File: src/logic/smr_consts.vh
// constants for the fifth mode register: field positions, codes, reset values
// assumes inclusion by the parity pipe and controller design files of the mode register block
`ifndef SMR_CONSTS_VH
`define SMR_CONSTS_VH

// register image
`define SMR_W           22
`define SMR_RESET       22'h000000

// field positions
`define SMR_RSV_TOP     21
`define SMR_SEL_HI      20
`define SMR_SEL_LO      18
`define SMR_RSV_A17     17
`define SMR_RSV_A13     13
`define SMR_RD_INV      12
`define SMR_WR_INV      11
`define SMR_WR_MASK     10
`define SMR_PERSIST     9
`define SMR_PARK_HI     8
`define SMR_PARK_LO     6
`define SMR_BUF_OFF     5
`define SMR_PAR_ERR     4
`define SMR_CRC_ERR     3
`define SMR_LAT_HI      2
`define SMR_LAT_LO      0

// register select codes
`define SMR_SEL_SELF    3'h5
`define SMR_SEL_NEVER   3'h7

// parity latency codes and their clock counts
`define SMR_LAT_OFF     3'h0
`define SMR_LAT_C4      3'h1
`define SMR_LAT_C5      3'h2
`define SMR_LAT_C6      3'h3
`define SMR_LAT_C8      3'h4
`define SMR_CLK_C4      4'h4
`define SMR_CLK_C5      4'h5
`define SMR_CLK_C6      4'h6
`define SMR_CLK_C8      4'h8
`define SMR_CLK_NONE    4'h0

// delay line depth, the longest parity latency
`define SMR_PIPE_DEPTH  8

// parked termination divisors of the reference resistor
`define SMR_DIV_OFF     3'h0
`define SMR_DIV_1       3'h1
`define SMR_DIV_2       3'h2
`define SMR_DIV_3       3'h3
`define SMR_DIV_4       3'h4
`define SMR_DIV_5       3'h5
`define SMR_DIV_6       3'h6
`define SMR_DIV_7       3'h7

`endif

File: src/logic/smr_pin_filter.v
// three-stage input filter for a pin from outside the clock domain
// assumes one clock; output moves only once stages two and three agree
`timescale 1ns/10ps
`default_nettype none
module smr_pin_filter #(
  parameter W   = 1
) (
  input  wire         clk,
  input  wire         rst,
  input  wire [W-1:0] pin,
  output reg  [W-1:0] level
);
  reg [W-1:0] s1_q;
  reg [W-1:0] s2_q;
  reg [W-1:0] s3_q;
  integer     i;

  always @(posedge clk) begin
    if (rst) begin
      s1_q  <= {W{1'b0}};
      s2_q  <= {W{1'b0}};
      s3_q  <= {W{1'b0}};
      level <= {W{1'b0}};
    end else begin
      s1_q <= pin;
      s2_q <= s1_q;
      s3_q <= s2_q;
      for (i = 0; i < W; i = i + 1) begin
        if (s2_q[i] == s3_q[i]) begin
          level[i] <= s3_q[i];
        end
      end
    end
  end
endmodule // smr_pin_filter
`default_nettype wire

File: src/logic/smr_parity_pipe.v
// delay line that holds each registered command until its parity latency expires
// assumes the latency in clocks is 0 (bypass) or 1 to the line depth
`timescale 1ns/10ps
`default_nettype none
`include "smr_consts.vh"
module smr_parity_pipe (
  input  wire              clk,
  input  wire              rst,
  input  wire [3:0]        lat,
  input  wire              in_valid,
  input  wire              in_ok,
  input  wire              in_mrs,
  input  wire [`SMR_W-1:0] in_data,
  output reg               out_valid,
  output reg               out_ok,
  output reg               out_mrs,
  output reg  [`SMR_W-1:0] out_data
);
  localparam EW = `SMR_W + 3;
  reg [EW-1:0] line_q [0:`SMR_PIPE_DEPTH-1];
  reg [EW-1:0] tap;
  integer      i;

  always @(posedge clk) begin
    if (rst) begin
      for (i = 0; i < `SMR_PIPE_DEPTH; i = i + 1) begin
        line_q[i] <= {EW{1'b0}};
      end
    end else begin
      line_q[0] <= {in_valid, in_ok, in_mrs, in_data};
      for (i = 1; i < `SMR_PIPE_DEPTH; i = i + 1) begin
        line_q[i] <= line_q[i-1];
      end
    end
  end

  // a latency change while commands are in flight may drop or repeat them;
  // software is expected to reprogram only when the bus is idle
  always @* begin
    tap = {EW{1'b0}};
    if (lat == `SMR_CLK_NONE) begin
      tap = {in_valid, in_ok, in_mrs, in_data};
    end else begin
      tap = line_q[lat[2:0] - 3'h1];
      if (lat[3]) begin
        tap = line_q[`SMR_PIPE_DEPTH-1];
      end
    end
    out_valid = tap[EW-1];
    out_ok    = tap[EW-2];
    out_mrs   = tap[EW-3];
    out_data  = tap[`SMR_W-1:0];
  end
endmodule // smr_parity_pipe
`default_nettype wire

File: src/logic/smr_ctrl.v
// fifth mode register of the memory device: decode, storage and side effects
// assumes command pins are launched on CORE_CLK; the termination pin is filtered
// How it works
// - a mode-set command loads this register from bank-group, bank and address pins
// - BG to bits 21:20, BA to 19:18, A17 to 17, A13..A0 to 13..0
// - bits 20:18 pick the target register; code 111 is never used
// - bit 12 enables read inversion, bit 11 write inversion
// - bit 10 enables write masking, which touches writes only
// - bit 9 selects persistent parity error mode
// - bits 8:6 select parked termination divisor 4,2,6,1,5,3,7 or off
// - bit 5 set disables the termination input buffer in power-down
// - buffer off means floating input tolerated and nominal termination withheld
// - a detected parity error sets flag bit 4
// - a detected write CRC error sets flag bit 3
// - both flags stick until a mode-set to this register clears them
// - bits 2:0 give parity latency off, 4, 5, 6 or 8 clocks
// - non-persistent mode stops parity checking while the parity flag is set
// - parity off by default; when on, commands run only after passing
// - parity covers activate, strobes, address, bank and bank-group pins
// - inversion and masking exist only on wide organisations
// - readout ignores read inversion and returns plain data
`timescale 1ns/10ps
`default_nettype none
`include "smr_consts.vh"
module smr_ctrl (
  input  wire              CORE_CLK,
  input  wire              RST,
  input  wire              CKE,
  input  wire              CS_N,
  input  wire              ACT_N,
  input  wire              RAS_N,
  input  wire              CAS_N,
  input  wire              WE_N,
  input  wire [1:0]        BG,
  input  wire [1:0]        BA,
  input  wire              ADDR_A17,
  input  wire [13:0]       ADDR,
  input  wire              CMD_PARITY_PIN,
  input  wire              DIE_TERM_CTL,
  input  wire              POWER_DOWN,
  input  wire              MULTIPURPOSE_READOUT,
  input  wire              ORG_WIDE,
  input  wire              CRC_ERR_DETECT,
  output reg  [`SMR_W-1:0] MODE_REG_FIVE,
  output reg               RD_INV_EN,
  output reg               WR_INV_EN,
  output reg               WR_MASK_EN,
  output reg               PERSIST_MODE,
  output reg  [2:0]        PARKED_TERM_DIV,
  output reg               TERM_BUF_ON,
  output reg               NOM_TERM_EN,
  output reg               PARITY_ERR_FLAG,
  output reg               CRC_ERR_FLAG,
  output reg  [3:0]        PARITY_LAT_CLKS,
  output reg               PARITY_CHECK_ON,
  output reg               PARITY_ERR_PULSE,
  output reg               CMD_EXEC,
  output reg               CMD_DROP,
  output reg               CFG_SUSPECT
);
  // registered command pins, same clock as the controller launches them
  reg                cke_q;
  reg                cs_n_q;
  reg                act_n_q;
  reg                ras_n_q;
  reg                cas_n_q;
  reg                we_n_q;
  reg  [1:0]         bg_q;
  reg  [1:0]         ba_q;
  reg                a17_q;
  reg  [13:0]        addr_q;
  reg                par_q;

  // stored configuration and sticky flags
  reg  [`SMR_W-1:0]  cfg_q;
  reg  [`SMR_W-1:0]  cfg_d;
  reg                par_err_q;
  reg                par_err_d;
  reg                crc_err_q;
  reg                crc_err_d;

  // organisation strap, caught once after reset release
  reg                strap_done_q;
  reg                org_wide_q;

  wire               cmd_sel;
  wire               cmd_mrs;
  wire [`SMR_W-1:0]  pin_image;
  wire               parity_bad;
  wire               check_on;
  wire               cmd_ok;
  wire               par_err_set;
  wire               term_level;
  wire               exec_valid;
  wire               exec_ok;
  wire               exec_mrs;
  wire [`SMR_W-1:0]  exec_data;
  wire               load;
  wire               buf_off_pd;
  reg  [3:0]         lat_clks;
  reg  [2:0]         park_div;
  reg  [3:0]         lat_next;
  wire               check_on_d;
  wire               lat_flush;

  always @(posedge CORE_CLK) begin
    if (RST) begin
      cke_q   <= 1'b0;
      cs_n_q  <= 1'b1;
      act_n_q <= 1'b1;
      ras_n_q <= 1'b1;
      cas_n_q <= 1'b1;
      we_n_q  <= 1'b1;
      bg_q    <= 2'h0;
      ba_q    <= 2'h0;
      a17_q   <= 1'b0;
      addr_q  <= 14'h0000;
      par_q   <= 1'b0;
    end else begin
      cke_q   <= CKE;
      cs_n_q  <= CS_N;
      act_n_q <= ACT_N;
      ras_n_q <= RAS_N;
      cas_n_q <= CAS_N;
      we_n_q  <= WE_N;
      bg_q    <= BG;
      ba_q    <= BA;
      a17_q   <= ADDR_A17;
      addr_q  <= ADDR;
      par_q   <= CMD_PARITY_PIN;
    end
  end

  assign cmd_sel = cke_q & ~cs_n_q;
  // a mode-set is decoded only with activate high and all three strobes low
  assign cmd_mrs = cmd_sel & act_n_q & ~ras_n_q & ~cas_n_q & ~we_n_q;

  // strobe pins carry no register bits, so 16:14 stay zero
  assign pin_image = {bg_q, ba_q, a17_q, 3'h0, addr_q};

  // even parity over everything but clock enable, termination and select
  assign parity_bad = ^{act_n_q, ras_n_q, cas_n_q, we_n_q, bg_q, ba_q, a17_q, addr_q, par_q};

  // latency code to clocks; reserved codes leave checking off
  always @* begin
    lat_clks = `SMR_CLK_NONE;
    case (cfg_q[`SMR_LAT_HI:`SMR_LAT_LO])
      `SMR_LAT_C4: lat_clks = `SMR_CLK_C4;
      `SMR_LAT_C5: lat_clks = `SMR_CLK_C5;
      `SMR_LAT_C6: lat_clks = `SMR_CLK_C6;
      `SMR_LAT_C8: lat_clks = `SMR_CLK_C8;
      default:     lat_clks = `SMR_CLK_NONE;
    endcase
  end

  // same decode of the value being written, so the outputs move with the image
  always @* begin
    lat_next = `SMR_CLK_NONE;
    case (cfg_d[`SMR_LAT_HI:`SMR_LAT_LO])
      `SMR_LAT_C4: lat_next = `SMR_CLK_C4;
      `SMR_LAT_C5: lat_next = `SMR_CLK_C5;
      `SMR_LAT_C6: lat_next = `SMR_CLK_C6;
      `SMR_LAT_C8: lat_next = `SMR_CLK_C8;
      default:     lat_next = `SMR_CLK_NONE;
    endcase
  end

  // non-persistent mode goes quiet after the first error
  assign check_on = (lat_clks != `SMR_CLK_NONE) &
                    (cfg_q[`SMR_PERSIST] | ~par_err_q);
  assign cmd_ok      = ~check_on | ~parity_bad;
  assign par_err_set = cmd_sel & check_on & parity_bad;
  assign check_on_d  = (lat_next != `SMR_CLK_NONE) & (cfg_d[`SMR_PERSIST] | ~par_err_d);
  // a latency change empties the line, else the loading command would be tapped again
  assign lat_flush   = (lat_next != lat_clks);

  smr_parity_pipe u_pipe (
    .clk       (CORE_CLK),
    .rst       (RST | lat_flush),
    .lat       (lat_clks),
    .in_valid  (cmd_sel),
    .in_ok     (cmd_ok),
    .in_mrs    (cmd_mrs),
    .in_data   (pin_image),
    .out_valid (exec_valid),
    .out_ok    (exec_ok),
    .out_mrs   (exec_mrs),
    .out_data  (exec_data)
  );

  // other select values belong to sibling registers; 111 is simply not ours
  assign load = exec_valid & exec_ok & exec_mrs &
                (exec_data[`SMR_SEL_HI:`SMR_SEL_LO] == `SMR_SEL_SELF);

  always @* begin
    cfg_d = cfg_q;
    if (load) begin
      cfg_d = exec_data;
      // flag positions are status, not configuration
      cfg_d[`SMR_PAR_ERR] = 1'b0;
      cfg_d[`SMR_CRC_ERR] = 1'b0;
    end
  end

  // a set in the same cycle as the clearing mode-set wins
  always @* begin
    par_err_d = par_err_set | (par_err_q & ~load);
    crc_err_d = CRC_ERR_DETECT | (crc_err_q & ~load);
  end

  always @(posedge CORE_CLK) begin
    if (RST) begin
      cfg_q     <= `SMR_RESET;
      par_err_q <= 1'b0;
      crc_err_q <= 1'b0;
    end else begin
      cfg_q     <= cfg_d;
      par_err_q <= par_err_d;
      crc_err_q <= crc_err_d;
    end
  end

  always @(posedge CORE_CLK) begin
    if (RST) begin
      strap_done_q <= 1'b0;
      org_wide_q   <= 1'b0;
    end else if (!strap_done_q) begin
      strap_done_q <= 1'b1;
      org_wide_q   <= ORG_WIDE;
    end
  end

  smr_pin_filter #(
    .W (1)
  ) u_term_filter (
    .clk   (CORE_CLK),
    .rst   (RST),
    .pin   (DIE_TERM_CTL),
    .level (term_level)
  );

  // code order is not monotonic in resistance, hence a table
  always @* begin
    park_div = `SMR_DIV_OFF;
    case (cfg_d[`SMR_PARK_HI:`SMR_PARK_LO])
      3'h1:    park_div = `SMR_DIV_4;
      3'h2:    park_div = `SMR_DIV_2;
      3'h3:    park_div = `SMR_DIV_6;
      3'h4:    park_div = `SMR_DIV_1;
      3'h5:    park_div = `SMR_DIV_5;
      3'h6:    park_div = `SMR_DIV_3;
      3'h7:    park_div = `SMR_DIV_7;
      default: park_div = `SMR_DIV_OFF;
    endcase
  end

  assign buf_off_pd = POWER_DOWN & cfg_d[`SMR_BUF_OFF];

  always @(posedge CORE_CLK) begin
    if (RST) begin
      MODE_REG_FIVE    <= `SMR_RESET;
      RD_INV_EN        <= 1'b0;
      WR_INV_EN        <= 1'b0;
      WR_MASK_EN       <= 1'b0;
      PERSIST_MODE     <= 1'b0;
      PARKED_TERM_DIV  <= `SMR_DIV_OFF;
      TERM_BUF_ON      <= 1'b1;
      NOM_TERM_EN      <= 1'b0;
      PARITY_ERR_FLAG  <= 1'b0;
      CRC_ERR_FLAG     <= 1'b0;
      PARITY_LAT_CLKS  <= `SMR_CLK_NONE;
      PARITY_CHECK_ON  <= 1'b0;
      PARITY_ERR_PULSE <= 1'b0;
      CMD_EXEC         <= 1'b0;
      CMD_DROP         <= 1'b0;
      CFG_SUSPECT      <= 1'b0;
    end else begin
      MODE_REG_FIVE <= {cfg_d[`SMR_W-1:`SMR_PAR_ERR+1], par_err_d, crc_err_d,
                        cfg_d[`SMR_LAT_HI:`SMR_LAT_LO]};
      // narrow parts have no shared pin, so both functions stay off
      // readout data leaves uninverted whatever bit 12 says
      RD_INV_EN <= cfg_d[`SMR_RD_INV] & org_wide_q & ~MULTIPURPOSE_READOUT;
      WR_INV_EN <= cfg_d[`SMR_WR_INV] & org_wide_q;
      // masking has no read-side output at all
      WR_MASK_EN      <= cfg_d[`SMR_WR_MASK] & org_wide_q;
      PERSIST_MODE    <= cfg_d[`SMR_PERSIST];
      PARKED_TERM_DIV <= park_div;
      TERM_BUF_ON     <= ~buf_off_pd;
      // parked termination is untouched by the buffer setting
      NOM_TERM_EN      <= term_level & ~buf_off_pd;
      PARITY_ERR_FLAG  <= par_err_d;
      CRC_ERR_FLAG     <= crc_err_d;
      PARITY_LAT_CLKS  <= lat_next;
      PARITY_CHECK_ON  <= check_on_d;
      PARITY_ERR_PULSE <= par_err_set;
      CMD_EXEC         <= exec_valid & exec_ok;
      CMD_DROP         <= exec_valid & ~exec_ok;
      // flags misuse by the controller; the device still obeys the write
      CFG_SUSPECT <= cfg_d[`SMR_RSV_TOP] | cfg_d[`SMR_RSV_A17] | cfg_d[`SMR_RSV_A13] |
                     (cfg_d[`SMR_WR_MASK] & cfg_d[`SMR_WR_INV]) |
                     (load & (exec_data[`SMR_SEL_HI:`SMR_SEL_LO] == `SMR_SEL_NEVER));
    end
  end
endmodule // smr_ctrl
`default_nettype wire

File: config.mk
export PLATFORM = sky130hd
export DESIGN_NAME = smr_ctrl
export DESIGN_NICKNAME = d
export VERILOG_FILES = /design/src/logic/smr_pin_filter.v /design/src/logic/smr_parity_pipe.v /design/src/logic/smr_ctrl.v
export VERILOG_INCLUDE_DIRS = /design/src /design/src/logic
export SDC_FILE = /design/constraint.sdc
export NUM_CORES = 1
export LEC_CHECK = 0
export ABC_CLOCK_PERIOD_IN_PS = 3000
export BUFFER_PORTS_ARGS = -buffer_cell sky130_fd_sc_hd__buf_2
export CORE_AREA = 2 2 171 173
export DETAILED_ROUTE_END_ITERATION = 12
export DIE_AREA = 0 0 173 175
export PLACE_DENSITY = 0.49
export SLEW_MARGIN = 15
export SYNTH_ARGS = -nofsm -noshare
export SYNTH_HDL_FRONTEND = slang
export SYNTH_SLANG_ARGS = --single-unit
File: constraint.sdc
create_clock -name CORE_CLK -period 3 [get_ports CORE_CLK]
set_clock_uncertainty 0.15 [all_clocks]
set_input_delay 0 -clock CORE_CLK [delete_from_list [all_inputs] [get_ports CORE_CLK]]
set_output_delay 0 -clock CORE_CLK [all_outputs]
set_load 0.1 [all_outputs]
; After elaboration in Yosys (flattened, before gate mapping)
; Memory sizes are Yosys's and may differ from the RTL's.
; Index checks and enable logic that the tools add are counted.
; W data, S select, Z words.
[totals]
register_bits = 94
ramBits = 200
in_bits = 33
out_inout_bits = 42
word_cells = 130
memories = 1
[op_classes]
addsub = 1
n_eq_ne = 19
mux = 18
bitwise_logic = 53
n_reduce_logical = 4
[mem_list]
columns = memory, depth, width, read_ports, rd_ports_with_merged_regs, write_ports, line_no
row1 = u_pipe.line_q, 8, 25, 9, 0, 8, smr_parity_pipe.v:20  ; reg [EW-1:0] line_q [0:`SMR_PIPE_DEPTH-1];
[op_table]
columns = cell, n
row1 = $mux W25, 10
row2 = $pmux W4 S4, 2
row3 = $eq A3 B3 Y1 const B, 8
row4 = $reduce_xor A24 Y1, 1
row5 = $and A1 B1 Y1, 23
row6 = $mux W22, 1
row7 = $pmux W3 S7, 1
row8 = $eq A3 B2 Y1 const B, 6
row9 = $or A1 B1 Y1, 18
row10 = $not A1 Y1, 12
row11 = $eq A3 B1 Y1 const B, 3
row12 = $reduce_bool A4 Y1, 2
row13 = $logic_not A4 Y1, 1
row14 = $mux W1, 4
row15 = $ne A4 B4 Y1, 1
row16 = $sub A3 B1 Y3 const B, 1
row17 = $eq A1 B1 Y1, 1

; Longest topological paths before layout
[logic_depth]
depth_word = 18
depth_mapped = 10
mapped_depth_nobuf = 6

; Cells and area by module
; From an unflattened synthesis, not the netlist that was laid out.
[unflattened]
hier_cells = 1037
area_unflattened_um2 = 10363.7
[modules_own_cells]
columns = mod, instances, cells_per_inst, area_each_um2, seq_area_each_um2
row1 = smr_parity_pipe, 1, 777, 7802.5, 4003.8
row2 = smr_ctrl, 1, 250, 2448.6, 1341.3
row3 = smr_pin_filter, 1, 10, 112.6, 80.1

; Worst setup path before layout
; OpenSTA, ideal clock, no wires.
[synth_path]
path_type = register -> register
start = register cfg_q[2]
end = memory u_pipe.line_q[5][24] (netlist bit)
setup_time_ps = 66
arrival_ps = 3022
required_time_ps = 2784
path_slack_ps = -238
stages_incl_launch_ff = 11
n_path_buf = 4
period_less_slack_ps = 3238
path_cell_list = dfxtp_1 -> buf_2 -> mux2_1 -> a32o_1 -> or2_1 -> buf_2 -> nor4_4 -> o2111ai_2 -> buf_6 -> buf_6 -> a21boi_2
[synth_lines]
columns = item, line_no
row1 = "start, declared", smr_ctrl.v:75  ; reg [`SMR_W-1:0] cfg_q;
row2 = "start signal, assigned", smr_ctrl.v:213  ; cfg_q <= `SMR_RESET;
row3 = "start signal, assigned", smr_ctrl.v:217  ; cfg_q <= cfg_d;
row4 = "end, declared", smr_parity_pipe.v:20

==> impl_metrics.yaml <==
status:
  status: "finished clean"
synth:
  synth_edf_count: 0
  syn_avg_cell_area_sq_um: 11.58
  synthTopCellsByCount: "228 x dfxtp_1, 91 x a21boi_2, 50 x a21boi_0"
  synth_top_area_share_pct: 54.22
  synthArstFlopShare_pct: 0
  ys_warn_count: 0
  synth_area_leader_cell: "dfxtp_1"
  synth_seq_cells: 228
  syn_inst: 727
  synth_ff_type: "dfxtp_1"
  ys_types: 65
  syn_area_sq_um: 8418
  ys_seq_area_share_pct: 54.22
  post-synth-top-count-cell: "dfxtp_1"
  synth_area_leaders: "dfxtp_1 54%, a21boi_2 12%, a21boi_0 4.5%, mux2i_1 2.9%, nor2b_1 2.5%"
layout:
  final_net_count: 857
  drive_above_1_share_pct: 30.40
  fillCellCount: 2819
  syn_to_final_growth_pct: 24.08
  regArea_sq_um: 4568
  multi_input_area_sq_um: 3473
  antennaDiodeCount: 0
critical_path:
  cp.required_ns: 3.30
  crit_fanout: 29
  timing_worst_setup_path_type: "reg -> reg"
  worstPathCellList: "buf_4, nor2b_1, a32o_1, or2_1, o2111ai_1, o2111ai_4, buf_12, buf_12, a21boi_0"
  crit_top_cell: "buf_12"
  cp-end-kind: "flip-flop"
  critPathMaxStageDelay_ns: 0.38
  critPathArrivalTime_ns: 3.06
  crit_buf_inv: 3
  crit_slowest_cell: "dfxtp_2"
  start_kind: "flip-flop"
  critPathTopFamily: "compound AO/OA/AOI/OAI gates"
sta:
  slew_headroom_pct: 56.50
  period_share_pct: 92.11
  timing.final.crit_period_ns: 2.763
  rsz0062_at_grt: "false"
  timing.fmax_mhz: 361.9
  hold_violations: 0
  tightestPinTransition_ns: 0.6524
  setup_tns_ns: 0
  postLayoutSetupSlackWorst_ns: 0.2368
  finalMaxSlewViolations: 0
  setup_violations: 0
run:
  maxCapViolations: 0
cts:
  h-tree-depth: 1
  cts-buffers-inserted: 25
  clk_latency_ns: 0.52
  cts_buffer_depth: 3
  cts_resized: 0
  cts_tree: "done"
  clk_pin_slew_ns: 0.06
  cts_root_buffer: "clkbuf_16"
  clkSinkCount: 228
power_and_ir_drop:
  design_power_total_mw: 6.774
  ir_worst_vdd_mv: 0.4814
  power_density_nw_per_um2: 648.5
  leakage_nw: 3.986
routing:
  first_pass_iters: 4
  vias_per_cell: 4.435
  drtIter0Drc: 347
  detail_route.wl_per_cell_um: 15.24
  drc: 0
  ant_nets: 0
  wl_um: 18690
  num_vias: 5437
floorplan:
  row_count: 62
  die_area_sq_um: 30280
  num_io_pins: 75
  start_util_pct: 29.65
  die_h_um: 175
  die_x_um: 173
  core_sq_um: 28390
global_routing:
  grt_pass1_wl_um: 30010
  track_usage_pct: 12.39
  antenna_found_initial: 2
  grt_start_max_net_pins: 66
  grt_pass1_vias: 5337
  overflow: 0
place:
  hpwl_um: 12510
  io_buffers: 71
  place_ws_ns: 0.2909
  place_congestion: 0.8081
worst_hold_path:
  worstHoldPathType: "in -> reg"
## cells in the final DEF, fill, tap and decap left out, drive strengths merged, types with 5 or more instances in the layout
cell type,n
nor2,25
a22oi,6
o21ai,16
mux2i,24
a211oi,8
inv,8
clkbuf,35
nand2b,7
o221ai,5
clkinv,5
mux2,10
dfxtp,228
xnor2,19
nand3,5
or2,12
a221oi,6
a21oi,19
buf,99
nand2,16
a21boi,158
nor2b,33
nor3,6
dlygate4sd3,34
## worst paths after layout
| path | start | end | slack [ns] | cells after the start |
|---|---|---|---|---|
| worst max-delay path | cfg_q[0] | u_pipe.line_q[1][10] | 0.24 | 9 |
| worst max register to register | cfg_q[0] | u_pipe.line_q[1][10] | 0.24 | 9 |
| worst min register to register | u_pipe.line_q[0][21] | u_pipe.line_q[1][21] | 0.29 | 1 |
| worst min-delay path | MULTIPURPOSE_READOUT | RD_INV_EN | 0.04 | 3 |
## layer usage
layer	wire, um	share of wire [%]	global-route usage, %
met1	8932	48	16.89
met3	698	3.7	2.089
met4	344	1.8	3.143
met2	8714	47	20.38
met5	0	0	0
## sequential cells by signal (all words and copies together), names as in the netlist, 2 cells and up
name,cells
MODE_REG_FIVE,2
u_pipe.line_q,160
PARKED_TERM_DIV,3
addr_q,14
PARITY_LAT_CLKS,4
ba_q,2
cfg_q,17
bg_q,2
## cells by family after synthesis
| group | after synthesis | share of synthesized area, % |
|---|---|---|
| mux | 35 | 4.504 |
| flops | 228 | 54.22 |
| compound gates | 246 | 25.52 |
| other cells | 1 | 0.04455 |
| simple gates | 122 | 8.219 |
| buf+inv | 72 | 4.935 |
| xor+xnor | 23 | 2.557 |
## worst min-delay path: cells and delay by family
kind	cells	cell delay (ns)
buf+inv	2	0.62
simple gates	1	0.04
## final cells by class
class	count	area share [%]
clock buffers	35	6.732
clock inverters	10	1.437
inverters	7	0.2516
multi-input cells	429	33.25
flip-flops and latches	228	43.74
well taps	384	4.600
repair buffers	133	9.990
## stage by stage
step / instance area, sq um / utilization [%] / hold slack [ns] / instances
final: 10450 / 36.79 / 0.03523 / 1226
after global routing: 10450 / 36.79 / 0.04239 / 1226
after CTS: 10450 / 36.79 / 0.01353 / 1226
after detailed placement: 9251 / 32.58 / 0.02073 / 1147
after global placement: 9251 / 32.58 / 0.01707 / 1147
after floorplan: 8429 / - / -0.07069 / 729
## power by group
part	switching (mW)	internal, mW	total (mW)
sequential	0.0466	3.11	3.16
clock	1.21	1.91	3.12
combinational	0.278	0.219	0.497
## repair_timing
item,4_1_cts,5_1_grt
hold buffers,34,0
endpoints found under the hold margin,63,0
setup buffers,0,0
Note: power is estimated with default switching activity, not from simulation.
